**src/verilog/ecd_pkg.sv**
```systemverilog
`default_nettype none
package ecd_pkg;
  // parameter group numbers of the three received groups
  localparam logic [15:0] PGN_ENGINE_CONTROL = 16'hFF1C; // 65308
  localparam logic [15:0] PGN_ENGINE_STOP    = 16'hFF1D; // 65309
  localparam logic [15:0] PGN_SPEED_SELECT   = 16'hFF1E; // 65310
  localparam logic [3:0]  FRAME_DLC          = 4'h8;
  localparam logic [7:0]  FILL_BYTE          = 8'hFF;

  // field positions, bit 1 of byte 1 is frame_data[0]
  localparam int LIMIT_ONE_POS     = 0;
  localparam int LIMIT_TWO_POS     = 1;
  localparam int DROOP_POS         = 2;
  localparam int REV_DROOP_POS     = 3;
  localparam int STARTER_POS       = 4;
  localparam int HI_IDLE_POS       = 5;
  localparam int HI_IDLE_SPD_POS   = 6;
  localparam int STOP_POS          = 0;
  localparam int SEL_POS           = 0;
  localparam int SPEED_UP_POS      = 8;

  localparam logic [1:0]  STOP_NONE    = 2'h0;
  localparam logic [1:0]  STOP_REQUEST = 2'h1;
  // largest legal setpoint, 8031.875 rpm at 0.125 rpm per bit
  localparam logic [15:0] SPEED_UP_MAX = 16'hFAFF;

  // reset values of the held fields
  localparam logic [6:0]  ENGINE_CTRL_RESET = 7'h10; // starter prevention on
  localparam logic [4:0]  SPEED_SEL_RESET   = 5'h00;
  localparam logic [15:0] SPEED_UP_RESET    = 16'h0000;

  // control index, order of the cfg_map slots
  localparam int C_LIMIT_ONE   = 0;
  localparam int C_LIMIT_TWO   = 1;
  localparam int C_DROOP       = 2;
  localparam int C_REV_DROOP   = 3;
  localparam int C_STARTER     = 4;
  localparam int C_HI_IDLE     = 5;
  localparam int C_HI_IDLE_SPD = 6;
  localparam int C_SPEED_ONE   = 7;
  localparam int C_SPEED_TWO   = 8;
  localparam int C_IMPL_UP     = 9;
  localparam int C_IMPL_DOWN   = 10;
  localparam int C_SEL_ENABLE  = 11;
  localparam int C_STOP        = 12;
  localparam int NUM_CTRL      = 13;

  // app input numbers 1..7 (app_input_one .. app_input_seven)
  typedef logic [2:0] ecd_app_sel_t;
  // default mapping, slot k at bits 3k+2:3k
  localparam logic [38:0] DEFAULT_MAP = {
    3'h7, 3'h6, 3'h6, 3'h5, 3'h4, 3'h3,
    3'h7, 3'h5, 3'h1, 3'h5, 3'h1, 3'h2, 3'h7};
endpackage
`default_nettype wire

```
**src/verilog/ecd_can_if.sv**
```systemverilog
`timescale 1ns/1ps
`default_nettype none
interface ecd_can_if;
  logic        frame_valid;
  logic [15:0] frame_pgn;
  logic [3:0]  frame_dlc;
  logic [63:0] frame_data;

  modport controller (output frame_valid, output frame_pgn,
                      output frame_dlc, output frame_data);
  modport engine     (input frame_valid, input frame_pgn,
                      input frame_dlc, input frame_data);
endinterface
`default_nettype wire

```
**src/verilog/ecd_engine_decoder.sv**
```systemverilog
`timescale 1ns/1ps
`default_nettype none
// Behaviour
// (RQ1) byte1 bits 1,2 switch speed limits
// (RQ2) outputs off after reset until frame
// (RQ3) bus error keeps last received values
// (RQ4) byte1 bit3 one selects droop governing
// (RQ5) byte1 bit4 one selects reverse droop
// (RQ6) byte1 bit5 one prevents starting
// (RQ7) starter prevents after reset, permits on error
// (RQ8) bits 6,7 switch high idle limit
// (RQ9) stop code 00 none, 01 stop, others ignored
// (RQ10) five bit speed selection field layout
// (RQ11) selection drives constant speed and deceleration
// (RQ12) 16-bit speed-up setpoint from byte 2
// (RQ13) each bit gated by configured app input
// (RQ14) update only on complete matching frame
module ecd_engine_decoder (
  input  wire logic        clk,
  input  wire logic        rst_n,
  ecd_can_if.engine        can,
  input  wire logic        bus_error,
  input  wire logic [7:1]  app_func_enable,
  input  wire logic [38:0] cfg_map,
  output logic             speed_limit_one,
  output logic             speed_limit_two,
  output logic             droop_mode,
  output logic             reverse_droop_mode,
  output logic             starter_prevent,
  output logic             hi_idle_limit,
  output logic             hi_idle_limit_speed,
  output logic             engine_stop_request,
  output logic             speed_one,
  output logic             speed_two,
  output logic             implement_up,
  output logic             implement_down,
  output logic             speed_select_enable,
  output logic             constant_speed,
  output logic             constant_decel,
  output logic [15:0]      speed_up_setpoint
);
  logic [6:0]  engine_ctrl;
  logic        stop_held;
  logic [4:0]  speed_sel;
  logic [15:0] speed_up;
  localparam int NUM_W = ecd_pkg::NUM_CTRL;

  logic        frame_ok;
  logic [NUM_W-1:0] gated;

  // a control acts only while the app input it is mapped to is enabled
  function automatic logic app_gate(input logic bit_in,
                                    input logic [38:0] map,
                                    input logic [7:1] en,
                                    input int slot);
    ecd_pkg::ecd_app_sel_t sel;
    sel = map[3*slot +: 3];
    if (sel == 3'h0) begin
      app_gate = 1'b0;
    end else begin
      app_gate = bit_in & en[sel];
    end
  endfunction

  // errored bus frames are not trusted, so no held field updates meanwhile
  assign frame_ok = can.frame_valid && !bus_error &&
                    can.frame_dlc == ecd_pkg::FRAME_DLC; // RQ14 RQ3

  always_ff @(posedge clk or negedge rst_n) begin
    if (!rst_n) begin
      engine_ctrl <= ecd_pkg::ENGINE_CTRL_RESET; // RQ2 RQ7
    end else if (frame_ok &&
                 can.frame_pgn == ecd_pkg::PGN_ENGINE_CONTROL) begin
      engine_ctrl <= can.frame_data[6:0]; // RQ1 RQ4 RQ5 RQ6 RQ8 RQ14
    end
  end

  always_ff @(posedge clk or negedge rst_n) begin
    if (!rst_n) begin
      stop_held <= 1'b0;
    end else if (frame_ok &&
                 can.frame_pgn == ecd_pkg::PGN_ENGINE_STOP) begin
      unique case (can.frame_data[ecd_pkg::STOP_POS +: 2])
        ecd_pkg::STOP_NONE:    stop_held <= 1'b0; // RQ9
        ecd_pkg::STOP_REQUEST: stop_held <= 1'b1; // RQ9
        default:               stop_held <= stop_held; // RQ9
      endcase
    end
  end

  always_ff @(posedge clk or negedge rst_n) begin
    if (!rst_n) begin
      speed_sel <= ecd_pkg::SPEED_SEL_RESET; // RQ2
      speed_up  <= ecd_pkg::SPEED_UP_RESET; // RQ12
    end else if (frame_ok &&
                 can.frame_pgn == ecd_pkg::PGN_SPEED_SELECT) begin
      speed_sel <= can.frame_data[ecd_pkg::SEL_POS +: 5]; // RQ10
      // error and not-available codes lie above the maximum
      if (can.frame_data[ecd_pkg::SPEED_UP_POS +: 16] <=
          ecd_pkg::SPEED_UP_MAX) begin
        speed_up <= can.frame_data[ecd_pkg::SPEED_UP_POS +: 16]; // RQ12
      end
    end
  end

  always_comb begin
    gated = '0;
    gated[ecd_pkg::C_LIMIT_ONE] = app_gate(
      engine_ctrl[ecd_pkg::LIMIT_ONE_POS], cfg_map, app_func_enable,
      ecd_pkg::C_LIMIT_ONE); // RQ13
    gated[ecd_pkg::C_LIMIT_TWO] = app_gate(
      engine_ctrl[ecd_pkg::LIMIT_TWO_POS], cfg_map, app_func_enable,
      ecd_pkg::C_LIMIT_TWO);
    gated[ecd_pkg::C_DROOP] = app_gate(
      engine_ctrl[ecd_pkg::DROOP_POS], cfg_map, app_func_enable,
      ecd_pkg::C_DROOP);
    gated[ecd_pkg::C_REV_DROOP] = app_gate(
      engine_ctrl[ecd_pkg::REV_DROOP_POS], cfg_map, app_func_enable,
      ecd_pkg::C_REV_DROOP);
    gated[ecd_pkg::C_STARTER] = app_gate(
      engine_ctrl[ecd_pkg::STARTER_POS], cfg_map, app_func_enable,
      ecd_pkg::C_STARTER);
    gated[ecd_pkg::C_HI_IDLE] = app_gate(
      engine_ctrl[ecd_pkg::HI_IDLE_POS], cfg_map, app_func_enable,
      ecd_pkg::C_HI_IDLE);
    gated[ecd_pkg::C_HI_IDLE_SPD] = app_gate(
      engine_ctrl[ecd_pkg::HI_IDLE_SPD_POS], cfg_map, app_func_enable,
      ecd_pkg::C_HI_IDLE_SPD);
    for (int i = 0; i < 5; i++) begin
      gated[ecd_pkg::C_SPEED_ONE + i] = app_gate(speed_sel[i], cfg_map,
        app_func_enable, ecd_pkg::C_SPEED_ONE + i); // RQ13
    end
    gated[ecd_pkg::C_STOP] = app_gate(stop_held, cfg_map,
      app_func_enable, ecd_pkg::C_STOP);
  end

  // outputs registered one cycle after the held state
  always_ff @(posedge clk or negedge rst_n) begin
    if (!rst_n) begin
      speed_limit_one <= 1'b0; // RQ2
      speed_limit_two <= 1'b0; // RQ2
    end else begin
      speed_limit_one <= gated[ecd_pkg::C_LIMIT_ONE]; // RQ1
      speed_limit_two <= gated[ecd_pkg::C_LIMIT_TWO]; // RQ1
    end
  end

  always_ff @(posedge clk or negedge rst_n) begin
    if (!rst_n) begin
      droop_mode         <= 1'b0; // RQ2
      reverse_droop_mode <= 1'b0; // RQ2
    end else begin
      droop_mode         <= gated[ecd_pkg::C_DROOP]; // RQ4
      reverse_droop_mode <= gated[ecd_pkg::C_REV_DROOP]; // RQ5
    end
  end

  // on bus error the engine must stay startable
  always_ff @(posedge clk or negedge rst_n) begin
    if (!rst_n) begin
      starter_prevent <= 1'b1; // RQ7
    end else begin
      starter_prevent <= gated[ecd_pkg::C_STARTER] && !bus_error; // RQ6 RQ7
    end
  end

  always_ff @(posedge clk or negedge rst_n) begin
    if (!rst_n) begin
      hi_idle_limit       <= 1'b0; // RQ2
      hi_idle_limit_speed <= 1'b0; // RQ2
    end else begin
      hi_idle_limit       <= gated[ecd_pkg::C_HI_IDLE]; // RQ8
      hi_idle_limit_speed <= gated[ecd_pkg::C_HI_IDLE_SPD]; // RQ8
    end
  end

  // the stop request has no bus-error fallback, it keeps its state
  always_ff @(posedge clk or negedge rst_n) begin
    if (!rst_n) begin
      engine_stop_request <= 1'b0;
    end else begin
      engine_stop_request <= gated[ecd_pkg::C_STOP]; // RQ9
    end
  end

  always_ff @(posedge clk or negedge rst_n) begin
    if (!rst_n) begin
      speed_one           <= 1'b0; // RQ2
      speed_two           <= 1'b0; // RQ2
      implement_up        <= 1'b0; // RQ2
      implement_down      <= 1'b0; // RQ2
      speed_select_enable <= 1'b0; // RQ2
    end else begin
      speed_one           <= gated[ecd_pkg::C_SPEED_ONE]; // RQ10
      speed_two           <= gated[ecd_pkg::C_SPEED_TWO]; // RQ10
      implement_up        <= gated[ecd_pkg::C_IMPL_UP]; // RQ10
      implement_down      <= gated[ecd_pkg::C_IMPL_DOWN]; // RQ10
      speed_select_enable <= gated[ecd_pkg::C_SEL_ENABLE]; // RQ10
    end
  end

  // both modes follow the gated bits, so a disabled input drops them too
  always_ff @(posedge clk or negedge rst_n) begin
    if (!rst_n) begin
      constant_speed <= 1'b0; // RQ2
      constant_decel <= 1'b0; // RQ2
    end else begin
      constant_speed <= gated[ecd_pkg::C_SEL_ENABLE] &&
        (gated[ecd_pkg::C_SPEED_ONE] ||
         gated[ecd_pkg::C_SPEED_TWO]); // RQ11
      constant_decel <= gated[ecd_pkg::C_SEL_ENABLE] &&
        (gated[ecd_pkg::C_IMPL_UP] ||
         gated[ecd_pkg::C_IMPL_DOWN]); // RQ11
    end
  end

  always_ff @(posedge clk or negedge rst_n) begin
    if (!rst_n) begin
      speed_up_setpoint <= ecd_pkg::SPEED_UP_RESET; // RQ2
    end else begin
      speed_up_setpoint <= speed_up; // RQ12
    end
  end
endmodule
`default_nettype wire

```
**src/flat_wrapper.sv**
```systemverilog
// flat-port wrapper written by rule: the top's interface ports become plain ports
module ecd_engine_decoder_flat 
  (clk, rst_n, bus_error, app_func_enable, cfg_map, speed_limit_one, speed_limit_two, droop_mode, reverse_droop_mode, starter_prevent, hi_idle_limit, hi_idle_limit_speed, engine_stop_request, speed_one, speed_two, implement_up, implement_down, speed_select_enable, constant_speed, constant_decel, speed_up_setpoint, can_frame_valid, can_frame_pgn, can_frame_dlc, can_frame_data);
  ecd_can_if can_i ();
  input  wire logic clk;
  input  wire logic rst_n;
  input  wire logic bus_error;
  input  wire logic [7:1] app_func_enable;
  input  wire logic [38:0] cfg_map;
  output logic speed_limit_one;
  output logic speed_limit_two;
  output logic droop_mode;
  output logic reverse_droop_mode;
  output logic starter_prevent;
  output logic hi_idle_limit;
  output logic hi_idle_limit_speed;
  output logic engine_stop_request;
  output logic speed_one;
  output logic speed_two;
  output logic implement_up;
  output logic implement_down;
  output logic speed_select_enable;
  output logic constant_speed;
  output logic constant_decel;
  output logic [15:0] speed_up_setpoint;
  input wire logic [$bits(can_i.frame_valid)-1:0] can_frame_valid;
  input wire logic [$bits(can_i.frame_pgn)-1:0] can_frame_pgn;
  input wire logic [$bits(can_i.frame_dlc)-1:0] can_frame_dlc;
  input wire logic [$bits(can_i.frame_data)-1:0] can_frame_data;
  assign can_i.frame_valid = can_frame_valid;
  assign can_i.frame_pgn = can_frame_pgn;
  assign can_i.frame_dlc = can_frame_dlc;
  assign can_i.frame_data = can_frame_data;
  ecd_engine_decoder u_core (.clk(clk), .rst_n(rst_n), .can(can_i), .bus_error(bus_error), .app_func_enable(app_func_enable), .cfg_map(cfg_map), .speed_limit_one(speed_limit_one), .speed_limit_two(speed_limit_two), .droop_mode(droop_mode), .reverse_droop_mode(reverse_droop_mode), .starter_prevent(starter_prevent), .hi_idle_limit(hi_idle_limit), .hi_idle_limit_speed(hi_idle_limit_speed), .engine_stop_request(engine_stop_request), .speed_one(speed_one), .speed_two(speed_two), .implement_up(implement_up), .implement_down(implement_down), .speed_select_enable(speed_select_enable), .constant_speed(constant_speed), .constant_decel(constant_decel), .speed_up_setpoint(speed_up_setpoint));
endmodule
```
**config.mk**
```make
export PLATFORM = sky130hd
export DESIGN_NAME = ecd_engine_decoder_flat
export DESIGN_NICKNAME = d
export VERILOG_FILES = /design/src/verilog/ecd_pkg.sv /design/src/verilog/ecd_can_if.sv /design/src/verilog/ecd_engine_decoder.sv /design/src/flat_wrapper.sv
export SDC_FILE = /design/constraint.sdc
export NUM_CORES = 1
export LEC_CHECK = 0
export ABC_CLOCK_PERIOD_IN_PS = 1300
export BUFFER_PORTS_ARGS = -buffer_cell sky130_fd_sc_hd__buf_4
export CAP_MARGIN = 5
export CORE_ASPECT_RATIO = 1.1
export CORE_MARGIN = 4
export CORE_UTILIZATION = 44
export DETAILED_ROUTE_END_ITERATION = 8
export PLACE_DENSITY_LB_ADDON = 0.15
export SETUP_SLACK_MARGIN = 0.15
export SLEW_MARGIN = 15
export SYNTH_ARGS = -nofsm -noshare
export SYNTH_HDL_FRONTEND = slang
export SYNTH_SLANG_ARGS = --single-unit
export TNS_END_PERCENT = 20
```
**constraint.sdc**
```tcl
create_clock -name clk -period 1.3 [get_ports clk]
set_clock_uncertainty 0.2 [all_clocks]
set_input_delay 0 -clock clk [delete_from_list [all_inputs] [get_ports clk]]
set_output_delay 0 -clock clk [all_outputs]
set_load 0.02 [all_outputs]
```
## After elaboration in Yosys (flattened, before gate mapping)

Index checks and enable logic that the tools add are counted.

| cells by class | value |
|---|---|
| equality and inequality tests | 5 |
| mux-type cells | 40 |
| multipliers | 0 |
| shifts and indexed selects | 0 |
| div/mod/pow operators | 0 |
| add/subtract/negate cells | 0 |
| bitwise logic cells | 13 |
| $lt $le $gt $ge | 14 |
| reduce and logical (&&, ||, !) cells | 28 |

Operators with widths:

| cell | number |
|---|---|
| 3-bit by 4-bit less-than comparator with 1-bit output, second input constant | 13 |
| 16-bit equality test, second input constant | 3 |
| 1-bit binary-select mux with 3-bit select | 13 |
| 3-bit logical NOT | 13 |
| 1-bit 2-to-1 mux | 26 |
| 16-bit less-or-equal comparator, second input constant | 1 |
| 1-bit AND | 13 |
| 1-bit logical AND | 8 |
| 4-bit equality test, second input constant | 1 |
| 2-bit AND reduction | 2 |
| 2-bit by 1-bit equality test with 1-bit output, second input constant | 1 |
| 2-bit logical NOT | 1 |
| 1-bit logical OR | 2 |
| 1-bit one-hot mux with 2 select lines | 1 |
| 2-bit nonzero test | 1 |
| 1-bit logical NOT | 1 |

| storage, ports and cells | value |
|---|---|
| memories | 0 |
| output and inout port bits | 31 |
| bits in writable memories | 0 |
| bits in read-only memories | 0 |
| word-level logic and storage cells | 120 |
| bits in registers | 60 |
| bits in latches | 0 |

## Logic depth before layout (Yosys ltp)

Gate-level depths: netlist of run 1.

| logic depth | value |
|---|---|
| depth in word-level cells | 6 |
| depth in mapped cells | 5 |

## Worst setup path before layout of run 1

No wires, ideal clock.

| timing | value |
|---|---|
| path kind | input-to-reg |
| start point | in can_frame_dlc[2] |
| end point | reg u_core.speed_up[10] |
| setup slack | -455 ps |
| cell stages on the path | 5 |
| required time | 975 ps |
| arrival | 1,429 ps |
| path buffers | 1 |
| cell sequence | and4bb_1 > nand4_4 > nor4_4 > buf_6 > mux2_4 |

| on the way | value |
|---|---|
| word-level cells in the longest chain between the ends | 4 |

Ends and longest elaborated chain:

| element | RTL line | RTL |
|---|---|---|
| start, declared | flat_wrapper.sv:28 | `input wire logic [$bits(can_i.frame_dlc)-1:0] can_frame_dlc;` |
| 4-bit equality test | ecd_engine_decoder.sv:67 | `can.frame_dlc == ecd_pkg::FRAME_DLC;` |
| 1-bit logical AND | ecd_engine_decoder.sv:66 | `assign frame_ok = can.frame_valid && !bus_error &&` |
| 1-bit logical AND | ecd_engine_decoder.sv:95 | `end else if (frame_ok &&` |
| 2-bit AND reduction (no source line) | - |  |
| end signal, assigned | ecd_engine_decoder.sv:94 | `speed_up <= ecd_pkg::SPEED_UP_RESET;` |
| end signal, assigned | ecd_engine_decoder.sv:101 | `speed_up <= can.frame_data[ecd_pkg::SPEED_UP_POS +: 16];` |
| end, declared | ecd_engine_decoder.sv:45 | `logic [15:0] speed_up;` |

No other way between the ends.
A chain may end at the register's enable or synchronous reset.

## Worst setup path in the final report of run 1

| timing | value |
|---|---|
| start point | in can_frame_pgn[5] |
| end point | reg u_core.speed_up[14] |

| on the way | value |
|---|---|
| word-level cells in the longest chain between the ends | 3 |

Ends and longest elaborated chain:

| element | RTL line | RTL |
|---|---|---|
| start, declared | flat_wrapper.sv:27 | `input wire logic [$bits(can_i.frame_pgn)-1:0] can_frame_pgn;` |
| 16-bit equality test | ecd_engine_decoder.sv:96 | `can.frame_pgn == ecd_pkg::PGN_SPEED_SELECT) begin` |
| 1-bit logical AND | ecd_engine_decoder.sv:95 |  |
| 2-bit AND reduction (no source line) | - |  |

No other way between the ends.

==> results of run 1 <==
state kept, by name, summed over array words and instances (netlist names):
name                        count
u_core.implement_up             1
u_core.reverse_droop_mode       1
u_core.hi_idle_limit            1
u_core.speed_limit_one          1
u_core.speed_sel                5
u_core.implement_down           1
u_core.starter_prevent          1
u_core.speed_one                1
u_core.engine_ctrl              7
u_core.stop_held                1
u_core.speed_up                16
u_core.speed_limit_two          1
u_core.speed_up_setpoint       16
u_core.hi_idle_limit_speed      1
u_core.speed_select_enable      1
u_core.constant_decel           1
u_core.speed_two                1
u_core.engine_stop_request      1
u_core.constant_speed           1
u_core.droop_mode               1
metal layers:
layer | up-vias | wire (um)
met2 | 96 | 4330
met4 | 0 | 77
met3 | 8 | 485
met1 | 1221 | 3230
li1 | 1156 | -
met5 | - | 0
cell families after synthesis:
group,share of synthesized area
compound gates,0.0815
mux,0.273
simple gates,0.100
flops,0.529
buf+inv,0.0159
final timing paths:
check / from / endpoint / slack [ps] / depth (start not counted)
min in group asynchronous: rst_n / u_core.speed_limit_two / -60 / 2
worst max register to register: u_core.speed_sel[2] / u_core.constant_decel / 230 / 2
max in group asynchronous: rst_n / u_core.implement_up / 430 / 3
worst min register to register: u_core.speed_up[13] / u_core.speed_up_setpoint[13] / 180 / 0
worst min-delay path: cfg_map[0] / u_core.speed_limit_one / -140 / 4
worst max-delay path: can_frame_pgn[5] / u_core.speed_up[14] / -40 / 7
power groups by stage:
stage	clock network, W	registers (W)	logic, W
after floorplan	0	0.00190	0.000192
after global placement	0	0.00190	0.000579
after detailed placement	0	0.00190	0.000589
after CTS	0.00150	0.00187	0.000694
after global routing	0.00158	0.00187	0.000782
final	0.00148	0.00187	0.000725
repair_timing:
item / CTS / global route
gates resized for setup: 15 / 19
buffers inserted: 1 / 1
endpoints found under the hold margin: 104 / 35
setup endpoints to repair: 30 / 37
hold buffers: 42 / 6
cloned: 1 / 0
pin swaps: 4 / 2
cells in the mapped netlist, drive strengths merged:
cell type,n
dfrtp,58
mux2,32
a21oi,18
mux4,13
nor2b,10
mux2i,9
a211oi,8
clkbuf,7
nand2,4
nand2b,4
a221o,3
and3,3
and4bb,3
nor3,3
dfstp,2
inv,2
nor4,2
o21a,2
a211o,1
a21boi,1
a2bb2oi,1
a31oi,1
and4,1
buf,1
nand3,1
nand3b,1
nand4,1
nand4b,1
nor2,1
nor3b,1
o21ai,1
worst register-to-register path: cells and delay by family, from the launching register on:
| kind | cells | cell delay [ps] |
|---|---|---|
| AOI/OAI and AO/OA | 1 | 180 |
| DFF | 1 | 400 |
| and+or+nand+nor | 1 | 180 |
final cells by class:
type / count / share of cell area
timing repair buffer: 200 / 0.351
sequential: 60 / 0.308
multi-input combinational: 126 / 0.282
clock buffer: 12 / 0.0318
tap: 80 / 0.0205
clock inverter: 4 / 0.00487
inverter: 2 / 0.00154
cells in the final DEF (no fill, tap or decap), types with 9 or more instances in the layout:
master and n:
a21oi_1 17, buf_4 144, clkbuf_8 11, dfrtp_1 58, dlygate4sd3_1 44, mux2_2 9, mux2_4 23, mux2i_1 9
mux4_2 13, nor2b_1 10
through the flow:
step / hold slack [ps] / utilization / instance area, um2
floorplan: -496 / - / 2840
global placement: -264 / 0.656 / 4090
detailed placement: -260 / 0.656 / 4090
CTS: -287 / 0.767 / 4780
global route: -140 / 0.783 / 4880
finish: -144 / 0.783 / 4880
==> reports/qor.yml, run 1 <==
worstSetupStartpointType: "primary input"
violations: "negative hold slack, negative setup slack"
io_buffer_count: 123
antenna_found_initial: 0
hold_violations: 33
worstPathCellList: "buf_6, and4bb_2, nand4_4, nor4_4, buf_4, clkbuf_16, mux2_4"
dieArea_um2: 7810
clock_path_buffers: 2
cp_data_required_time_ps: 1320
use_met1: 0.252
overflow: 0
path_max_fanout: 8
hold_slack_ps: -144
synth-seq-area-share: 0.529
ir_drop_mv: 0.661
slew_headroom: 0.730
clock_latency_ps: 330
htreeDepth: 3
drc: 0
power_density_nw_per_um2: 835
cts.sinks: 60
drtIter0Drc: 35
cts-root-buf: "clkbuf_8"
ant_nets: 0
switching_share: 0.235
outcome: "complete, but fails checks"
ys_ff_latch: 60
syn-cell-area_um2: 2840
wl_per_cell_um: 16.8
grt_pass1_vias: 2615
internal_power_w: 0.00311
finalNetCount: 533
fin_tns_setup_ps: -527
grtUsageTotal: 0.206
worstPathBufferInverterCount: 3
end_kind: "register"
finalCritPeriodShare: 1.03
synthDistinctLibCells: 34
maxCapViolCount: 0
met2_usage: 0.367
n_antenna_cell: 0
critPathSlowestCell: "and4bb_2"
worstPathArrival_ps: 1360
die_h_um: 92.3
seqPwrFrac: 0.458
synth_area_leader_cell: "dfrtp_1"
grt_max_degree: 29
power_frac_comb: 0.178
p_switching_w: 0.000958
finalPower_w: 0.00407
final.min_clock_period_ps: 1340
nFillCells: 383
hp-class: "in -> reg"
finalMaxSlewViolations: 0
grt_pass1_wl_mm: 12.7
setup_ws_ps: -43.2
drt_pre_antenna_iters: 4
area_delta_synth_final_pct: 71.7
drive_above_1_share: 0.569
top_usage_layer: "met2"
cts.clk_slew.worst_paths_ps: 70
cpLargestDelayFamily: "simple AND/OR/NAND/NOR gates"
rows: 30
final_cell_count_no_fill: 484
core_area_um2: 6230
cellLeakagePower_nw: 2.41
finalSetupViolCount: 17
worst_pin_slew_ps: 402
hpwl_mm: 5.45
crit_type: "in -> reg"
syn_nets: 330
dp_cells: 417
rsz0062_at_grt: "yes"
start_util: 0.456
multi_input_area_um2: 1370
clkPwrFrac: 0.363
avgSynthCellArea_um2: 14.5
io_pins: 165
cts_tree: "built"
met3_usage: 0.0323
yosysTopAreaCellShare: 0.511
drt-total-wl_mm: 8.13
place_ws_ps: -456
syn_inst: 196
timing.fmax_ghz: 0.745
num_vias: 2481
place_congestion: 0.786
regArea_um2: 1500
die_w_um: 84.6
max_stage_delay_ps: 310
cts_buffers: 9
ys_warn_count: 0
yosys-top-cells-area: "dfrtp_1, mux4_2, mux2_2"
via_per_inst: 5.13
Power figures use the tool's default switching activity.
==> run 2: changes to the inputs <==
SETUP_SLACK_MARGIN = 0.3   (was 0.15)
==> reports/qor.yml, run 2 (synthesized netlist as in run 1, its figures left out) <==
outcome: "complete, but fails checks"
violations: "negative hold slack, negative setup slack"
cpLargestDelayFamily: "simple AND/OR/NAND/NOR gates"
finalNetCount: 517
finalSetupViolCount: 18
die_h_um: 92.3
end_kind: "register"
slew_headroom: 0.754
finalMaxSlewViolations: 0
worstPathBufferInverterCount: 3
path_max_fanout: 8
ir_drop_mv: 0.554
worst_pin_slew_ps: 366
rsz0062_at_grt: "yes"
timing.fmax_ghz: 0.737
rows: 30
cts_buffers: 9
maxCapViolCount: 0
reg2regPathDepth: 2
grt_pass1_wl_mm: 12.7
final_common_cell: "buf_4"
worstPathCellList: "buf_6, and4bb_2, nand4_4, nor4_4, buf_4, clkbuf_16, mux2_4"
n_antenna_cell: 0
hp-class: "in -> reg"
final_cell_mix: "buf_4, dfrtp_1, buf_6"
biggestRegsByFlops: "u_core.speed_up x16, u_core.speed_up_setpoint x16, u_core.engine_ctrl x7"
htreeDepth: 3
overflow: 0
drive_above_1_share: 0.631
cp_data_required_time_ps: 1310
worstPathArrival_ps: 1370
final.min_clock_period_ps: 1360
setup_ws_ps: -56.8
dp_cells: 417
place_congestion: 0.786
hold_violations: 44
wl_per_cell_um: 17.4
worstSetupStartpointType: "primary input"
start_util: 0.456
setup.worst_path.end: "u_core.speed_up[14]"
hpwl_mm: 5.45
cellLeakagePower_nw: 2.40
postLayoutCoreUtil: 0.792
io_pins: 165
holdBufCountCts: 32
drtIter0Drc: 73
crit_type: "in -> reg"
power_density_nw_per_um2: 825
clock_path_buffers: 2
cts.sinks: 60
startpoint: "can_frame_pgn[5]"
final_cell_count_no_fill: 468
r2r_slack_ps: 230
grtUsageTotal: 0.208
clock_latency_ps: 330
place_ws_ps: -456
cts.clk_slew.worst_paths_ps: 70
finalCritPeriodShare: 1.04
area_delta_synth_final_pct: 73.7
dieArea_um2: 7810
io_buffer_count: 123
core_area_um2: 6230
critPathSlowestCell: "and4bb_2"
via_per_inst: 5.19
hold_slack_ps: -268
num_vias: 2430
cts-root-buf: "clkbuf_8"
cts_tree: "built"
drt_pre_antenna_iters: 4
r2r-start: "u_core.speed_sel[2]"
nFillCells: 351
ant_nets: 0
grt_pass1_vias: 2566
drc: 0
crit_cells: 7
grt_max_degree: 29
antenna_found_initial: 0
drt-total-wl_mm: 8.13
timing.rr.end: "u_core.constant_decel"
fin_tns_setup_ps: -747
die_w_um: 84.6
max_stage_delay_ps: 320
run 2: per-stage QoR:
| stage | cell area (um2) | hold WS, ps | total power, W |
|---|---|---|---|
| 2_1_floorplan | 2840 | -496 | 0.00209 |
| 3_3_place_gp | 4090 | -264 | 0.00248 |
| 3_5_place_dp | 4090 | -260 | 0.00249 |
| 4_1_cts | 4840 | -287 | 0.00405 |
| 5_1_grt | 4930 | -285 | 0.00425 |
| 6_report | 4930 | -268 | 0.00407 |
run 2: worst min path at each step:
stage	start	end	cells past startpoint
finish	can_frame_data[1]	u_core.engine_ctrl[1]	2
global route	can_frame_data[1]	u_core.engine_ctrl[1]	2
CTS	can_frame_data[1]	u_core.speed_sel[1]	2
detailed placement	rst_n	u_core.speed_up_setpoint[7]	1
global placement	rst_n	u_core.speed_up_setpoint[7]	1
floorplan	rst_n	u_core.constant_decel	0
run 2: routing by layer:
layer,GRT usage,vias up,wire [um]
met5,0,-,0
met4,0.0712,0,123
met3,0.0467,12,503
met2,0.363,106,4320
met1,0.254,1190,3190
li1,-,1122,-
run 2: final cells by class:
type                            count  area [um2]  area share
Sequential cell                    60        1500       0.305
Multi-Input combinational cell    126        1460       0.296
Clock buffer                       12         155      0.0314
Clock inverter                      4        23.8     0.00482
Inverter                            2        7.51     0.00152
Tap cell                           80         100      0.0203
Timing Repair Buffer              184        1680       0.341
run 2: worst register-to-register path, cell delays in order (launching register included):
cell,delay [ps]
dfrtp_1,400
and3_4,170
o21a_1,190
run 2: report_power, final:
group	internal, W	switching, W	leakage, nW
clock network	0.000789	0.000683	0.0961
logic	0.000450	0.000281	1.47
registers	0.00187	0.0000000122	0.831
run 2: what timing repair did:
item / in CTS / in global routing
setup endpoints to repair: 68 / 72
resized for setup: 58 / 31
hold endpoints to repair: 104 / 44
pin swaps: 9 / 12
buffers inserted: 1 / 1
gates cloned: 1 / 0
